`src/hdl/uart_pkg.sv`:
```
package uart_pkg;
  // Byte offsets within a channel, channel b at +0x20
  localparam logic [4:0] OFF_MODE = 5'h00;
  localparam logic [4:0] OFF_CTRL = 5'h04;
  localparam logic [4:0] OFF_STAT = 5'h08;
  localparam logic [4:0] OFF_RXD  = 5'h0c;
  localparam logic [4:0] OFF_TXD  = 5'h10;
  localparam logic [4:0] OFF_BAUD = 5'h14;
  localparam int         CH_SEL   = 5;
  localparam int         GLB_SEL  = 6;
  localparam logic [4:0] OFF_IST  = 5'h00;
  localparam logic [4:0] OFF_ICLR = 5'h04;
  localparam logic [4:0] OFF_IEN  = 5'h08;
  // Mode register fields
  localparam int MD_MODE = 0;
  localparam int MD_SRC  = 2;
  localparam int MD_SCKO = 4;
  localparam int MD_SOE  = 5;
  // Control register fields
  localparam int CT_PEN  = 0;
  localparam int CT_PODD = 1;
  localparam int CT_STP2 = 2;
  localparam int CT_BIT8 = 3;
  localparam int CT_AD   = 4;
  localparam int CT_ECLR = 5;
  localparam int CT_TXE  = 6;
  localparam int CT_RXE  = 7;
  // Status register fields
  localparam int ST_TXE  = 0;
  localparam int ST_RXF  = 1;
  localparam int ST_PE   = 2;
  localparam int ST_ORE  = 3;
  localparam int ST_FRE  = 4;
  localparam int ST_BUSY = 5;
  localparam int ST_MSB  = 6;
  localparam int ST_TIE  = 7;
  localparam int ST_RIE  = 8;
  // Interrupt bits per channel: rx done, rx error, tx done
  localparam int IRQ_PER = 3;
  localparam int IRQ_W   = 6;
  // Reset values
  localparam logic [5:0]  MODE_RST = 6'h00;
  localparam logic [7:0]  CTRL_RST = 8'h08;
  localparam logic [2:0]  BAUD_RST = 3'h0;
  // Baud generator: 16 ticks per bit, divisor base shifted by setting
  localparam logic [15:0] BRG_BASE = 16'h000d;
  localparam logic [3:0]  PH_LAST  = 4'hf;
  localparam logic [3:0]  PH_MID   = 4'h8;
  typedef enum logic [1:0] {MODE_NORMAL, MODE_MULTI, MODE_SYNC, MODE_RSVD} mode_t;
  typedef enum logic [1:0] {SRC_BRG, SRC_EXT, SRC_TIMER, SRC_NONE} src_t;
  typedef enum {RX_IDLE, RX_RUN} rx_state_t;
endpackage

```
`src/hdl/uart_ch_if.sv`:
```
`timescale 1ns/100ps
`default_nettype none
interface uart_ch_if;
  import uart_pkg::*;
  logic tick, eight, par_en, par_odd, two_stop, msb_first, rx_en;
  mode_t mode;
  logic tx_start, tx_ad, tx_busy, tx_done, sout, sck_lvl, sync_smp;
  logic [7:0] tx_data, rx_data;
  logic sin, rx_ad, rx_perr, rx_ferr, rx_done;
  modport ctl (output tick, eight, par_en, par_odd, two_stop, msb_first, rx_en, mode,
               tx_start, tx_ad, tx_data, sin,
               input tx_busy, tx_done, sout, sck_lvl, rx_data, rx_ad, rx_perr, rx_ferr,
               rx_done);
  modport tx (input tick, eight, par_en, par_odd, two_stop, msb_first, mode, tx_start,
              tx_ad, tx_data, output tx_busy, tx_done, sout, sck_lvl, sync_smp);
  modport rx (input tick, eight, par_en, par_odd, msb_first, rx_en, mode, sin, sync_smp,
              output rx_data, rx_ad, rx_perr, rx_ferr, rx_done);
endinterface // uart_ch_if
`default_nettype wire

```
`src/hdl/uart_serial_datapath.sv`:
```
// Added by the designer: the AHB-Lite interface to the registers and the placing of the registers.
`timescale 1ns/100ps
`default_nettype none
module uart_serial_datapath (
  input  wire logic        hclk,
  input  wire logic        hresetn,
  input  wire logic        hsel,
  input  wire logic [31:0] haddr,
  input  wire logic [1:0]  htrans,
  input  wire logic        hwrite,
  input  wire logic [2:0]  hsize,
  input  wire logic [31:0] hwdata,
  input  wire logic        hready,
  output wire logic        hreadyout,
  output wire logic        hresp,
  output logic      [31:0] hrdata,
  output wire logic        irq,
  input  wire logic        timer_tick_a,
  input  wire logic        timer_tick_b,
  input  wire logic        serial_in_pin_a,
  input  wire logic        serial_in_pin_b,
  output wire logic        serial_out_pin_a,
  output wire logic        serial_out_pin_b,
  output wire logic        serial_out_oe_n_a,
  output wire logic        serial_out_oe_n_b,
  input  wire logic        serial_clock_pin_a_in,
  input  wire logic        serial_clock_pin_b_in,
  output wire logic        serial_clock_pin_a_out,
  output wire logic        serial_clock_pin_b_out,
  output wire logic        serial_clock_pin_a_oe_n,
  output wire logic        serial_clock_pin_b_oe_n
);
  import uart_pkg::*;

  ////////////////////////////////////////////////////////////////////////////
  // Bus slave

  logic        wr_reg;
  logic [6:0]  waddr_reg;
  logic        rd_acc;
  logic [6:0]  raddr;
  logic       [31:0] ch_rdata [2];
  wire  logic [IRQ_W-1:0] ev;
  wire  logic [1:0] sin_pin, sck_pin, tmr, sout_w, sout_oe_w, sck_w, sck_oe_w;
  logic [IRQ_W-1:0] ist_reg, ien_reg, iclr;

  assign hreadyout = 1'b1;
  assign hresp     = 1'b0;
  assign rd_acc    = hsel & htrans[1] & hready & ~hwrite;
  assign raddr     = haddr[6:0];

  always_ff @(posedge hclk or negedge hresetn) begin
    if (!hresetn) begin
      wr_reg    <= 1'b0;
      waddr_reg <= 7'h00;
    end else begin
      wr_reg    <= hsel & htrans[1] & hready & hwrite;
      waddr_reg <= haddr[6:0];
    end
  end

  // Read data registered at address phase
  always_ff @(posedge hclk or negedge hresetn) begin
    if (!hresetn) begin
      hrdata <= 32'h0000_0000;
    end else if (rd_acc) begin
      if (!raddr[GLB_SEL]) begin
        hrdata <= ch_rdata[raddr[CH_SEL]];
      end else if (raddr[4:0] == OFF_IST) begin
        hrdata <= {26'h0, ist_reg};
      end else if (raddr[4:0] == OFF_IEN) begin
        hrdata <= {26'h0, ien_reg};
      end else begin
        hrdata <= 32'h0000_0000;
      end
    end
  end

  ////////////////////////////////////////////////////////////////////////////
  // Interrupt collection

  assign iclr = (wr_reg & waddr_reg[GLB_SEL] & (waddr_reg[4:0] == OFF_ICLR)) ?
                hwdata[IRQ_W-1:0] : '0;

  // New events win over the clear
  always_ff @(posedge hclk or negedge hresetn) begin
    if (!hresetn) begin
      ist_reg <= '0;
    end else begin
      ist_reg <= (ist_reg & ~iclr) | ev;
    end
  end

  always_ff @(posedge hclk or negedge hresetn) begin
    if (!hresetn) begin
      ien_reg <= '0;
    end else if (wr_reg & waddr_reg[GLB_SEL] & (waddr_reg[4:0] == OFF_IEN)) begin
      ien_reg <= hwdata[IRQ_W-1:0];
    end
  end

  assign irq = |(ist_reg & ien_reg);

  ////////////////////////////////////////////////////////////////////////////
  // Pin mapping

  assign sin_pin = {serial_in_pin_b, serial_in_pin_a};
  assign sck_pin = {serial_clock_pin_b_in, serial_clock_pin_a_in};
  assign tmr     = {timer_tick_b, timer_tick_a};
  assign serial_out_pin_a        = sout_w[0];
  assign serial_out_pin_b        = sout_w[1];
  assign serial_out_oe_n_a       = sout_oe_w[0];
  assign serial_out_oe_n_b       = sout_oe_w[1];
  assign serial_clock_pin_a_out  = sck_w[0];
  assign serial_clock_pin_b_out  = sck_w[1];
  assign serial_clock_pin_a_oe_n = sck_oe_w[0];
  assign serial_clock_pin_b_oe_n = sck_oe_w[1];

  ////////////////////////////////////////////////////////////////////////////
  // Channels

  for (genvar c = 0; c < 2; c++) begin : g_ch
    uart_ch_if   chi ();
    logic [1:0]  sin_s, sck_s;
    logic        sck_prev, ext_tick, brg_tick, we, re_rxd, eclr;
    logic [15:0] brg_cnt;
    logic [5:0]  mode_reg;
    logic [7:0]  ctrl_reg;
    logic [2:0]  baud_reg, sten_reg;
    logic [7:0]  txd_reg, rxd_reg;
    logic        tx_full, rx_full, rxad_reg, perr_reg, ovr_reg, ferr_reg;
    logic [4:0]  woff;

    assign woff   = waddr_reg[4:0];
    assign we     = wr_reg & ~waddr_reg[GLB_SEL] & (waddr_reg[CH_SEL] == c);
    assign re_rxd = rd_acc & ~raddr[GLB_SEL] & (raddr[CH_SEL] == c) &
                    (raddr[4:0] == OFF_RXD);

    // Pin synchronisers
    always_ff @(posedge hclk or negedge hresetn) begin
      if (!hresetn) begin
        sin_s    <= 2'b11;
        sck_s    <= 2'b11;
        sck_prev <= 1'b1;
      end else begin
        sin_s    <= {sin_s[0], sin_pin[c]};
        sck_s    <= {sck_s[0], sck_pin[c]};
        sck_prev <= sck_s[1];
      end
    end
    assign ext_tick = sck_s[1] & ~sck_prev;

    // Dedicated baud generator
    always_ff @(posedge hclk or negedge hresetn) begin
      if (!hresetn) begin
        brg_cnt <= 16'h0000;
      end else if (brg_cnt == 16'h0000) begin
        brg_cnt <= (BRG_BASE << baud_reg) - 16'h0001;
      end else begin
        brg_cnt <= brg_cnt - 16'h0001;
      end
    end
    assign brg_tick = (brg_cnt == 16'h0000);

    always_comb begin
      unique case (src_t'(mode_reg[MD_SRC +: 2]))
        SRC_BRG:   chi.tick = brg_tick;
        SRC_EXT:   chi.tick = ext_tick;
        SRC_TIMER: chi.tick = tmr[c];
        SRC_NONE:  chi.tick = 1'b0;
      endcase
    end

    always_ff @(posedge hclk or negedge hresetn) begin
      if (!hresetn) begin
        mode_reg <= MODE_RST;
      end else if (we & (woff == OFF_MODE)) begin
        mode_reg <= hwdata[5:0];
      end
    end

    always_ff @(posedge hclk or negedge hresetn) begin
      if (!hresetn) begin
        ctrl_reg <= CTRL_RST;
      end else if (we & (woff == OFF_CTRL)) begin
        ctrl_reg <= hwdata[7:0] & ~(8'h01 << CT_ECLR);
      end
    end

    always_ff @(posedge hclk or negedge hresetn) begin
      if (!hresetn) begin
        sten_reg <= 3'h0;
        baud_reg <= BAUD_RST;
      end else begin
        if (we & (woff == OFF_STAT)) begin
          sten_reg <= hwdata[ST_RIE:ST_MSB];
        end
        if (we & (woff == OFF_BAUD)) begin
          baud_reg <= hwdata[2:0];
        end
      end
    end

    always_ff @(posedge hclk or negedge hresetn) begin
      if (!hresetn) begin
        txd_reg <= 8'h00;
        tx_full <= 1'b0;
      end else if (we & (woff == OFF_TXD)) begin
        txd_reg <= hwdata[7:0];
        tx_full <= 1'b1;
      end else if (chi.tx_start) begin
        tx_full <= 1'b0;
      end
    end

    always_ff @(posedge hclk or negedge hresetn) begin
      if (!hresetn) begin
        rxd_reg  <= 8'h00;
        rxad_reg <= 1'b0;
        rx_full  <= 1'b0;
      end else if (chi.rx_done) begin
        rxd_reg  <= chi.rx_data;
        rxad_reg <= chi.rx_ad;
        rx_full  <= 1'b1;
      end else if (re_rxd) begin
        rx_full <= 1'b0;
      end
    end

    assign eclr = we & (woff == OFF_CTRL) & hwdata[CT_ECLR];

    // sticky errors, set wins over clear
    always_ff @(posedge hclk or negedge hresetn) begin
      if (!hresetn) begin
        perr_reg <= 1'b0;
        ferr_reg <= 1'b0;
        ovr_reg  <= 1'b0;
      end else begin
        perr_reg <= (perr_reg & ~eclr) | (chi.rx_done & chi.rx_perr);
        ferr_reg <= (ferr_reg & ~eclr) | (chi.rx_done & chi.rx_ferr);
        ovr_reg  <= (ovr_reg & ~eclr) | (chi.rx_done & rx_full & ~re_rxd);
      end
    end

    always_comb begin
      unique case (raddr[4:0])
        OFF_MODE: ch_rdata[c] = {26'h0, mode_reg};
        OFF_CTRL: ch_rdata[c] = {24'h0, ctrl_reg};
        OFF_STAT: ch_rdata[c] = {23'h0, sten_reg, chi.tx_busy, ferr_reg, ovr_reg,
                                 perr_reg, rx_full, ~tx_full};
        OFF_RXD:  ch_rdata[c] = {23'h0, rxad_reg, rxd_reg};
        OFF_BAUD: ch_rdata[c] = {29'h0, baud_reg};
        default:  ch_rdata[c] = 32'h0000_0000;
      endcase
    end

    assign chi.mode      = mode_t'(mode_reg[MD_MODE +: 2]);
    assign chi.par_en    = ctrl_reg[CT_PEN];
    assign chi.par_odd   = ctrl_reg[CT_PODD];
    assign chi.two_stop  = ctrl_reg[CT_STP2];
    assign chi.eight     = ctrl_reg[CT_BIT8];
    assign chi.tx_ad     = ctrl_reg[CT_AD];
    assign chi.rx_en     = ctrl_reg[CT_RXE];
    assign chi.msb_first = sten_reg[0];
    assign chi.tx_data   = txd_reg;
    assign chi.tx_start  = tx_full & ctrl_reg[CT_TXE] & ~chi.tx_busy;
    assign chi.sin       = sin_s[1];

    assign ev[c*IRQ_PER]     = chi.rx_done & sten_reg[2];
    assign ev[c*IRQ_PER + 1] = chi.rx_done & sten_reg[2] &
                               (chi.rx_perr | chi.rx_ferr | (rx_full & ~re_rxd));
    assign ev[c*IRQ_PER + 2] = chi.tx_done & sten_reg[1];

    assign sout_w[c]    = chi.sout;
    assign sout_oe_w[c] = ~mode_reg[MD_SOE];
    assign sck_w[c]     = chi.sck_lvl;
    assign sck_oe_w[c]  = ~mode_reg[MD_SCKO];

    uart_tx u_tx (
      .hclk    (hclk),
      .hresetn (hresetn),
      .ch      (chi.tx)
    );

    uart_rx u_rx (
      .hclk    (hclk),
      .hresetn (hresetn),
      .ch      (chi.rx)
    );
  end

endmodule // uart_serial_datapath
`default_nettype wire

```
`src/hdl/uart_tx.sv`:
```
`timescale 1ns/100ps
`default_nettype none
module uart_tx (
  input wire logic hclk,
  input wire logic hresetn,
  uart_ch_if.tx    ch
);
  import uart_pkg::*;
  logic [11:0] frame_reg, frame_next;
  logic [3:0]  left_reg, len_next, ph_reg;
  logic        busy_reg, eff8, has_x, xbit, par, sync;
  logic [7:0]  ord, rev;

  // 7 bits only in normal mode
  assign eff8 = ch.eight | (ch.mode != MODE_NORMAL);
  assign sync = (ch.mode == MODE_SYNC);
  assign rev  = {<<{ch.tx_data}};

  always_comb begin
    par = ^(eff8 ? ch.tx_data : {1'b0, ch.tx_data[6:0]}) ^ ch.par_odd;
    ord = ch.tx_data;
    if (ch.msb_first) begin
      ord = eff8 ? rev : {1'b0, rev[7:1]};
    end
    has_x = (ch.mode == MODE_MULTI) | ((ch.mode == MODE_NORMAL) & ch.par_en);
    xbit  = (ch.mode == MODE_MULTI) ? ch.tx_ad : par;
    if (sync) begin
      frame_next = {4'hf, ord};
      len_next   = 4'd8;
    end else if (eff8) begin
      frame_next = {2'b11, ~has_x | xbit, ord, 1'b0};
      len_next   = 4'd10 + {3'b0, has_x} + {3'b0, ch.two_stop};
    end else begin
      frame_next = {3'b111, ~has_x | xbit, ord[6:0], 1'b0};
      len_next   = 4'd9 + {3'b0, has_x} + {3'b0, ch.two_stop};
    end
  end

  always_ff @(posedge hclk or negedge hresetn) begin
    if (!hresetn) begin
      busy_reg  <= 1'b0;
      frame_reg <= 12'hfff;
      left_reg  <= 4'h0;
      ph_reg    <= 4'h0;
    end else if (!busy_reg) begin
      if (ch.tx_start) begin
        busy_reg  <= 1'b1;
        frame_reg <= frame_next;
        left_reg  <= len_next;
        ph_reg    <= 4'h0;
      end
    end else if (ch.tick) begin
      ph_reg <= ph_reg + 4'h1;
      if (ph_reg == PH_LAST) begin
        frame_reg <= {1'b1, frame_reg[11:1]};
        left_reg  <= left_reg - 4'h1;
        if (left_reg == 4'h1) begin
          busy_reg <= 1'b0;
        end
      end
    end
  end

  assign ch.tx_busy  = busy_reg;
  assign ch.tx_done  = busy_reg & ch.tick & (ph_reg == PH_LAST) & (left_reg == 4'h1);
  assign ch.sout     = ~busy_reg | frame_reg[0];
  assign ch.sck_lvl  = ~(busy_reg & sync) | ph_reg[3];
  assign ch.sync_smp = busy_reg & sync & ch.tick & (ph_reg == PH_MID - 4'h1);
endmodule // uart_tx
`default_nettype wire

```
`src/hdl/uart_rx.sv`:
```
`timescale 1ns/100ps
`default_nettype none
module uart_rx (
  input wire logic hclk,
  input wire logic hresetn,
  uart_ch_if.rx    ch
);
  import uart_pkg::*;
  rx_state_t  state_reg;
  logic [3:0] ph_reg, k_reg, nlast;
  logic [7:0] dbuf_reg;
  logic [2:0] didx, pos;
  logic       x_reg, eff8, sync, has_x, smp, done_reg, perr_reg, ferr_reg;

  assign eff8  = ch.eight | (ch.mode != MODE_NORMAL);
  assign sync  = (ch.mode == MODE_SYNC);
  assign has_x = (ch.mode == MODE_MULTI) | ((ch.mode == MODE_NORMAL) & ch.par_en);
  assign nlast = eff8 ? 4'd8 : 4'd7;
  assign didx  = sync ? k_reg[2:0] : k_reg[2:0] - 3'd1;
  assign pos   = ch.msb_first ? (eff8 ? 3'd7 : 3'd6) - didx : didx;
  assign smp   = ch.tick & (ph_reg == PH_MID);

  always_ff @(posedge hclk or negedge hresetn) begin
    if (!hresetn) begin
      state_reg <= RX_IDLE;
      ph_reg    <= 4'h0;
      k_reg     <= 4'h0;
      dbuf_reg  <= 8'h00;
      x_reg     <= 1'b0;
      done_reg  <= 1'b0;
      perr_reg  <= 1'b0;
      ferr_reg  <= 1'b0;
    end else begin
      done_reg <= 1'b0;
      if (!ch.rx_en) begin
        state_reg <= RX_IDLE;
        k_reg     <= 4'h0;
      end else if (sync) begin
        if (ch.sync_smp) begin
          dbuf_reg[pos] <= ch.sin;
          k_reg         <= (k_reg == 4'd7) ? 4'h0 : k_reg + 4'h1;
          done_reg      <= (k_reg == 4'd7);
          perr_reg      <= 1'b0;
          ferr_reg      <= 1'b0;
        end
      end else if (state_reg == RX_IDLE) begin
        if (ch.tick & ~ch.sin) begin
          state_reg <= RX_RUN;
          ph_reg    <= 4'h1;
          k_reg     <= 4'h0;
          dbuf_reg  <= 8'h00;
        end
      end else if (ch.tick) begin
        ph_reg <= ph_reg + 4'h1;
        if (smp) begin
          k_reg <= k_reg + 4'h1;
          if (k_reg == 4'h0) begin
            if (ch.sin) begin
              state_reg <= RX_IDLE;
            end
          end else if (k_reg <= nlast) begin
            dbuf_reg[pos] <= ch.sin;
          end else if (has_x & (k_reg == nlast + 4'h1)) begin
            x_reg <= ch.sin;
          end else begin
            state_reg <= RX_IDLE;
            done_reg  <= 1'b1;
            ferr_reg  <= ~ch.sin;
            perr_reg  <= (ch.mode == MODE_NORMAL) & ch.par_en &
                         (^dbuf_reg ^ ch.par_odd ^ x_reg);
          end
        end
      end
    end
  end

  assign ch.rx_data = dbuf_reg;
  assign ch.rx_ad   = x_reg & (ch.mode == MODE_MULTI);
  assign ch.rx_done = done_reg;
  assign ch.rx_perr = perr_reg;
  assign ch.rx_ferr = ferr_reg;
endmodule // uart_rx
`default_nettype wire

```
`config.mk`:
```
export PLATFORM = sky130hd
export DESIGN_NAME = uart_serial_datapath
export DESIGN_NICKNAME = d
export VERILOG_FILES = /design/src/hdl/uart_pkg.sv /design/src/hdl/uart_ch_if.sv /design/src/hdl/uart_serial_datapath.sv /design/src/hdl/uart_tx.sv /design/src/hdl/uart_rx.sv
export SDC_FILE = /design/constraint.sdc
export NUM_CORES = 1
export LEC_CHECK = 0
export BUFFER_PORTS_ARGS = -buffer_cell sky130_fd_sc_hd__clkbuf_2
export CELL_PAD_IN_SITES_DETAIL_PLACEMENT = 0
export CELL_PAD_IN_SITES_GLOBAL_PLACEMENT = 2
export CORE_MARGIN = 2
export CORE_UTILIZATION = 35
export CTS_CLUSTER_DIAMETER = 120
export DETAILED_ROUTE_END_ITERATION = 12
export MAX_ROUTING_LAYER = met4
export PLACE_DENSITY_LB_ADDON = 0.1
export SKIP_LAST_GASP = 1
export SLEW_MARGIN = 20
export SYNTH_ARGS = -nofsm -noshare
export SYNTH_HDL_FRONTEND = slang
export SYNTH_SLANG_ARGS = --single-unit
```
`constraint.sdc`:
```
create_clock -name hclk -period 4.2 [get_ports hclk]
set_input_delay 0.42 -clock hclk [delete_from_list [all_inputs] [get_ports hclk]]
set_output_delay 0.42 -clock hclk [all_outputs]
set_load 0.02 [all_outputs]
```
==> reports/qor.yml <==
yosysWarnings: 0
yosysSeqAreaShare_pct: 44.12
worstPathRequired_ps: 4640
slew_viol_final: 0
rsz0062_at_grt: "no"
async_flop_share_pct: 100.0
overflow: 0
ys.flop_type: "dfrtp_1"
fp.dieArea_um2: 39590
drv_cap: 0
syn2layout_area_growth_pct: 13.55
yosys-top-cells-count: "dfrtp_1 (201), nand2_1 (151), nor2_1 (90)"
powerDensity_nw_per_um2: 409.0
path_class: "reg2reg"
skew_ps: 8.017
grt_usage_pct: 20.67
tightest_slew_ps: 1074
fill_cells: 3759
period_share_pct: 80.36
yosys.area.top_type: "dfrtp_1"
nNetsFinal: 1545
hp-class: "in2reg"
vias_per_cell: 5.317
critPathArrivalTime_ps: 3810
synth_edf_count: 0
grt_pass1_wl_mm: 61.93
final_util_pct: 40.21
critPathCaptureType: "flop"
cts.sink_count: 233
firstDrtPassIters: 5
power_leakage_nw: 6.587
period_needed_ps: 3375
num_rows: 71
drtIter0Drc: 500
grt_antenna_before_repair: 0
port_buffers: 45
cts-root-buf: "clkbuf_16"
tns_ps: 0
grt_pass1_vias: 10685
syn_avg_cell_area_um2: 9.628
h-tree-depth: 1
start_util_pct: 35.41
synth_area_leaders: "dfrtp_1 (38%), mux2_2 (6.7%), dfstp_2 (6.3%), nand2_1 (4.3%), ha_1 (3.4%)"
synthesis.area_um2: 13310
finalSetupViolations: 0
cts_buffer_depth: 3
grt_max_degree: 115
ys_types: 83
gp_congestion: 0.7897
fmax_mhz: 296.3
cts_tree: "built"
dp_hpwl_mm: 27.55
relSlewSlack_pct: 28.28
finalHoldViolations: 0
diodes: 0
wirelength_mm: 38.51
die_height_um: 199.0
multi_input_area_um2: 6890
cp_max_fo: 12
numCtsBuffers: 29
preCtsSetupSlack_ps: 838.3
layout-drive-gt1-share_pct: 17.72
via_count: 10427
crit_chain: "nor3_1, clkinv_1, ha_1, a21o_1, a21oi_1, a211oi_1, buf_4, a2111oi_1, nand4_1, mux2i_1"
wire_per_inst_um: 19.64
core_um2: 37580
clock_latency_ps: 560
pin_count: 123
cpPeakStageDelay_ps: 740
cts.repair.resized: 0
crit_path_start_kind: "flop"
clk_pin_slew_ps: 60
critPathSlowestCell: "a2111oi_1"
largest_reg_flops: 32
netlist.area_leader.share_pct: 37.80
drcViolationCount: 0
timing.hold.ws_ps: 35.77
die_w_um: 199.0
yosysMostFrequentCell: "dfrtp_1"
regArea_um2: 5871
worst_slack_ps: 824.9
final_antenna_net_count: 0
synth_cells: 1382
ys_seq_elements: 233
ir_worst_vdd_mv: 0.3027
status: "complete, no violations"
-- power by group --
part           internal [mW]  switching [mW]  total, mW
logic                  0.391           0.528      0.919
registers               2.51           0.221       2.73
clock network           1.52            1.00       2.53
total                   4.43            1.75       6.18
-- placed cells by master (no fill, tap or decap), types with 29 or more instances in the layout --
master / synthesis / layout
buf_4: 26 / 31
a31oi_1: 31 / 31
mux2_2: 79 / 79
ha_1: 36 / 36
nor2_1: 90 / 90
clkbuf_2: 0 / 44
xnor2_1: 51 / 51
dfrtp_1: 201 / 201
inv_1: 53 / 53
nand2_1: 151 / 151
o21ai_0: 78 / 78
a21oi_1: 56 / 56
clkbuf_16: 0 / 29
nand3_1: 49 / 49
nor3_1: 34 / 33
dfstp_2: 32 / 32
-- critical path, delay by kind of cell (launching register included) --
family          cells  cell delay (ps)
mux                 1              160
compound gates      4             1150
simple gates        2              500
fa+ha+maj           1              420
flops               1              500
buf+inv             2              520
-- per-layer routing --
metal | part of all wire (%) | GRT usage (%) | wire length [um] | up-vias
met5 | 0 | - | 0 | -
met4 | 2.3 | 4.726 | 903 | 0
met3 | 2.1 | 2.204 | 827 | 43
met2 | 48 | 34.55 | 18630 | 120
met1 | 47 | 27.05 | 18160 | 5190
li1 | - | - | - | 5074
-- final timing paths --
check / startpoint / to / slack (ps) / depth (start not counted)
min reg2reg: g_ch[0].sin_s[0] / g_ch[0].sin_s[1] / 350 / 0
min in group asynchronous: hresetn / g_ch[1].u_tx.ph_reg[1] / 490 / 2
max in group asynchronous: hresetn / g_ch[0].sin_s[1] / 2650 / 3
max reg2reg: g_ch[0].mode_reg[0] / g_ch[0].u_rx.ch.rx_data[1] / 820 / 10
max: g_ch[0].mode_reg[0] / g_ch[0].u_rx.ch.rx_data[1] / 820 / 10
min: haddr[4] / waddr_reg[4] / 40 / 1
-- cells by family after synthesis --
group / after synthesis / synth area share (%)
simple gates: 462 / 17.25
compound gates: 332 / 16.96
flops: 233 / 44.12
buf+inv: 144 / 4.824
mux: 104 / 8.661
xor+xnor: 69 / 4.749
fa+ha+maj: 36 / 3.385
other cells: 2 / 0.05644
-- per-stage QoR --
step / total power, mW / instances / instance area [um2]
after floorplan: 3.385 / 1405 / 13390
after global placement: 3.683 / 1903 / 14090
after detailed placement: 3.691 / 1903 / 14090
after CTS: 6.276 / 1961 / 15110
after global routing: 6.519 / 1961 / 15110
final: 6.179 / 1961 / 15110
-- area by class of cell --
class | count | area share, %
well taps | 511 | 4.232
repair buffers | 83 | 3.627
inverters | 54 | 1.342
flip-flops and latches | 233 | 38.86
clock buffers | 44 | 5.706
multi-input cells | 1028 | 45.61
clock inverters | 8 | 0.6294
-- repair_timing --
item	in CTS	in global routing
setup buffers	0	0
hold buffers	6	0
hold endpoints to repair	10	0
Note: power is estimated with default switching activity, not from simulation.
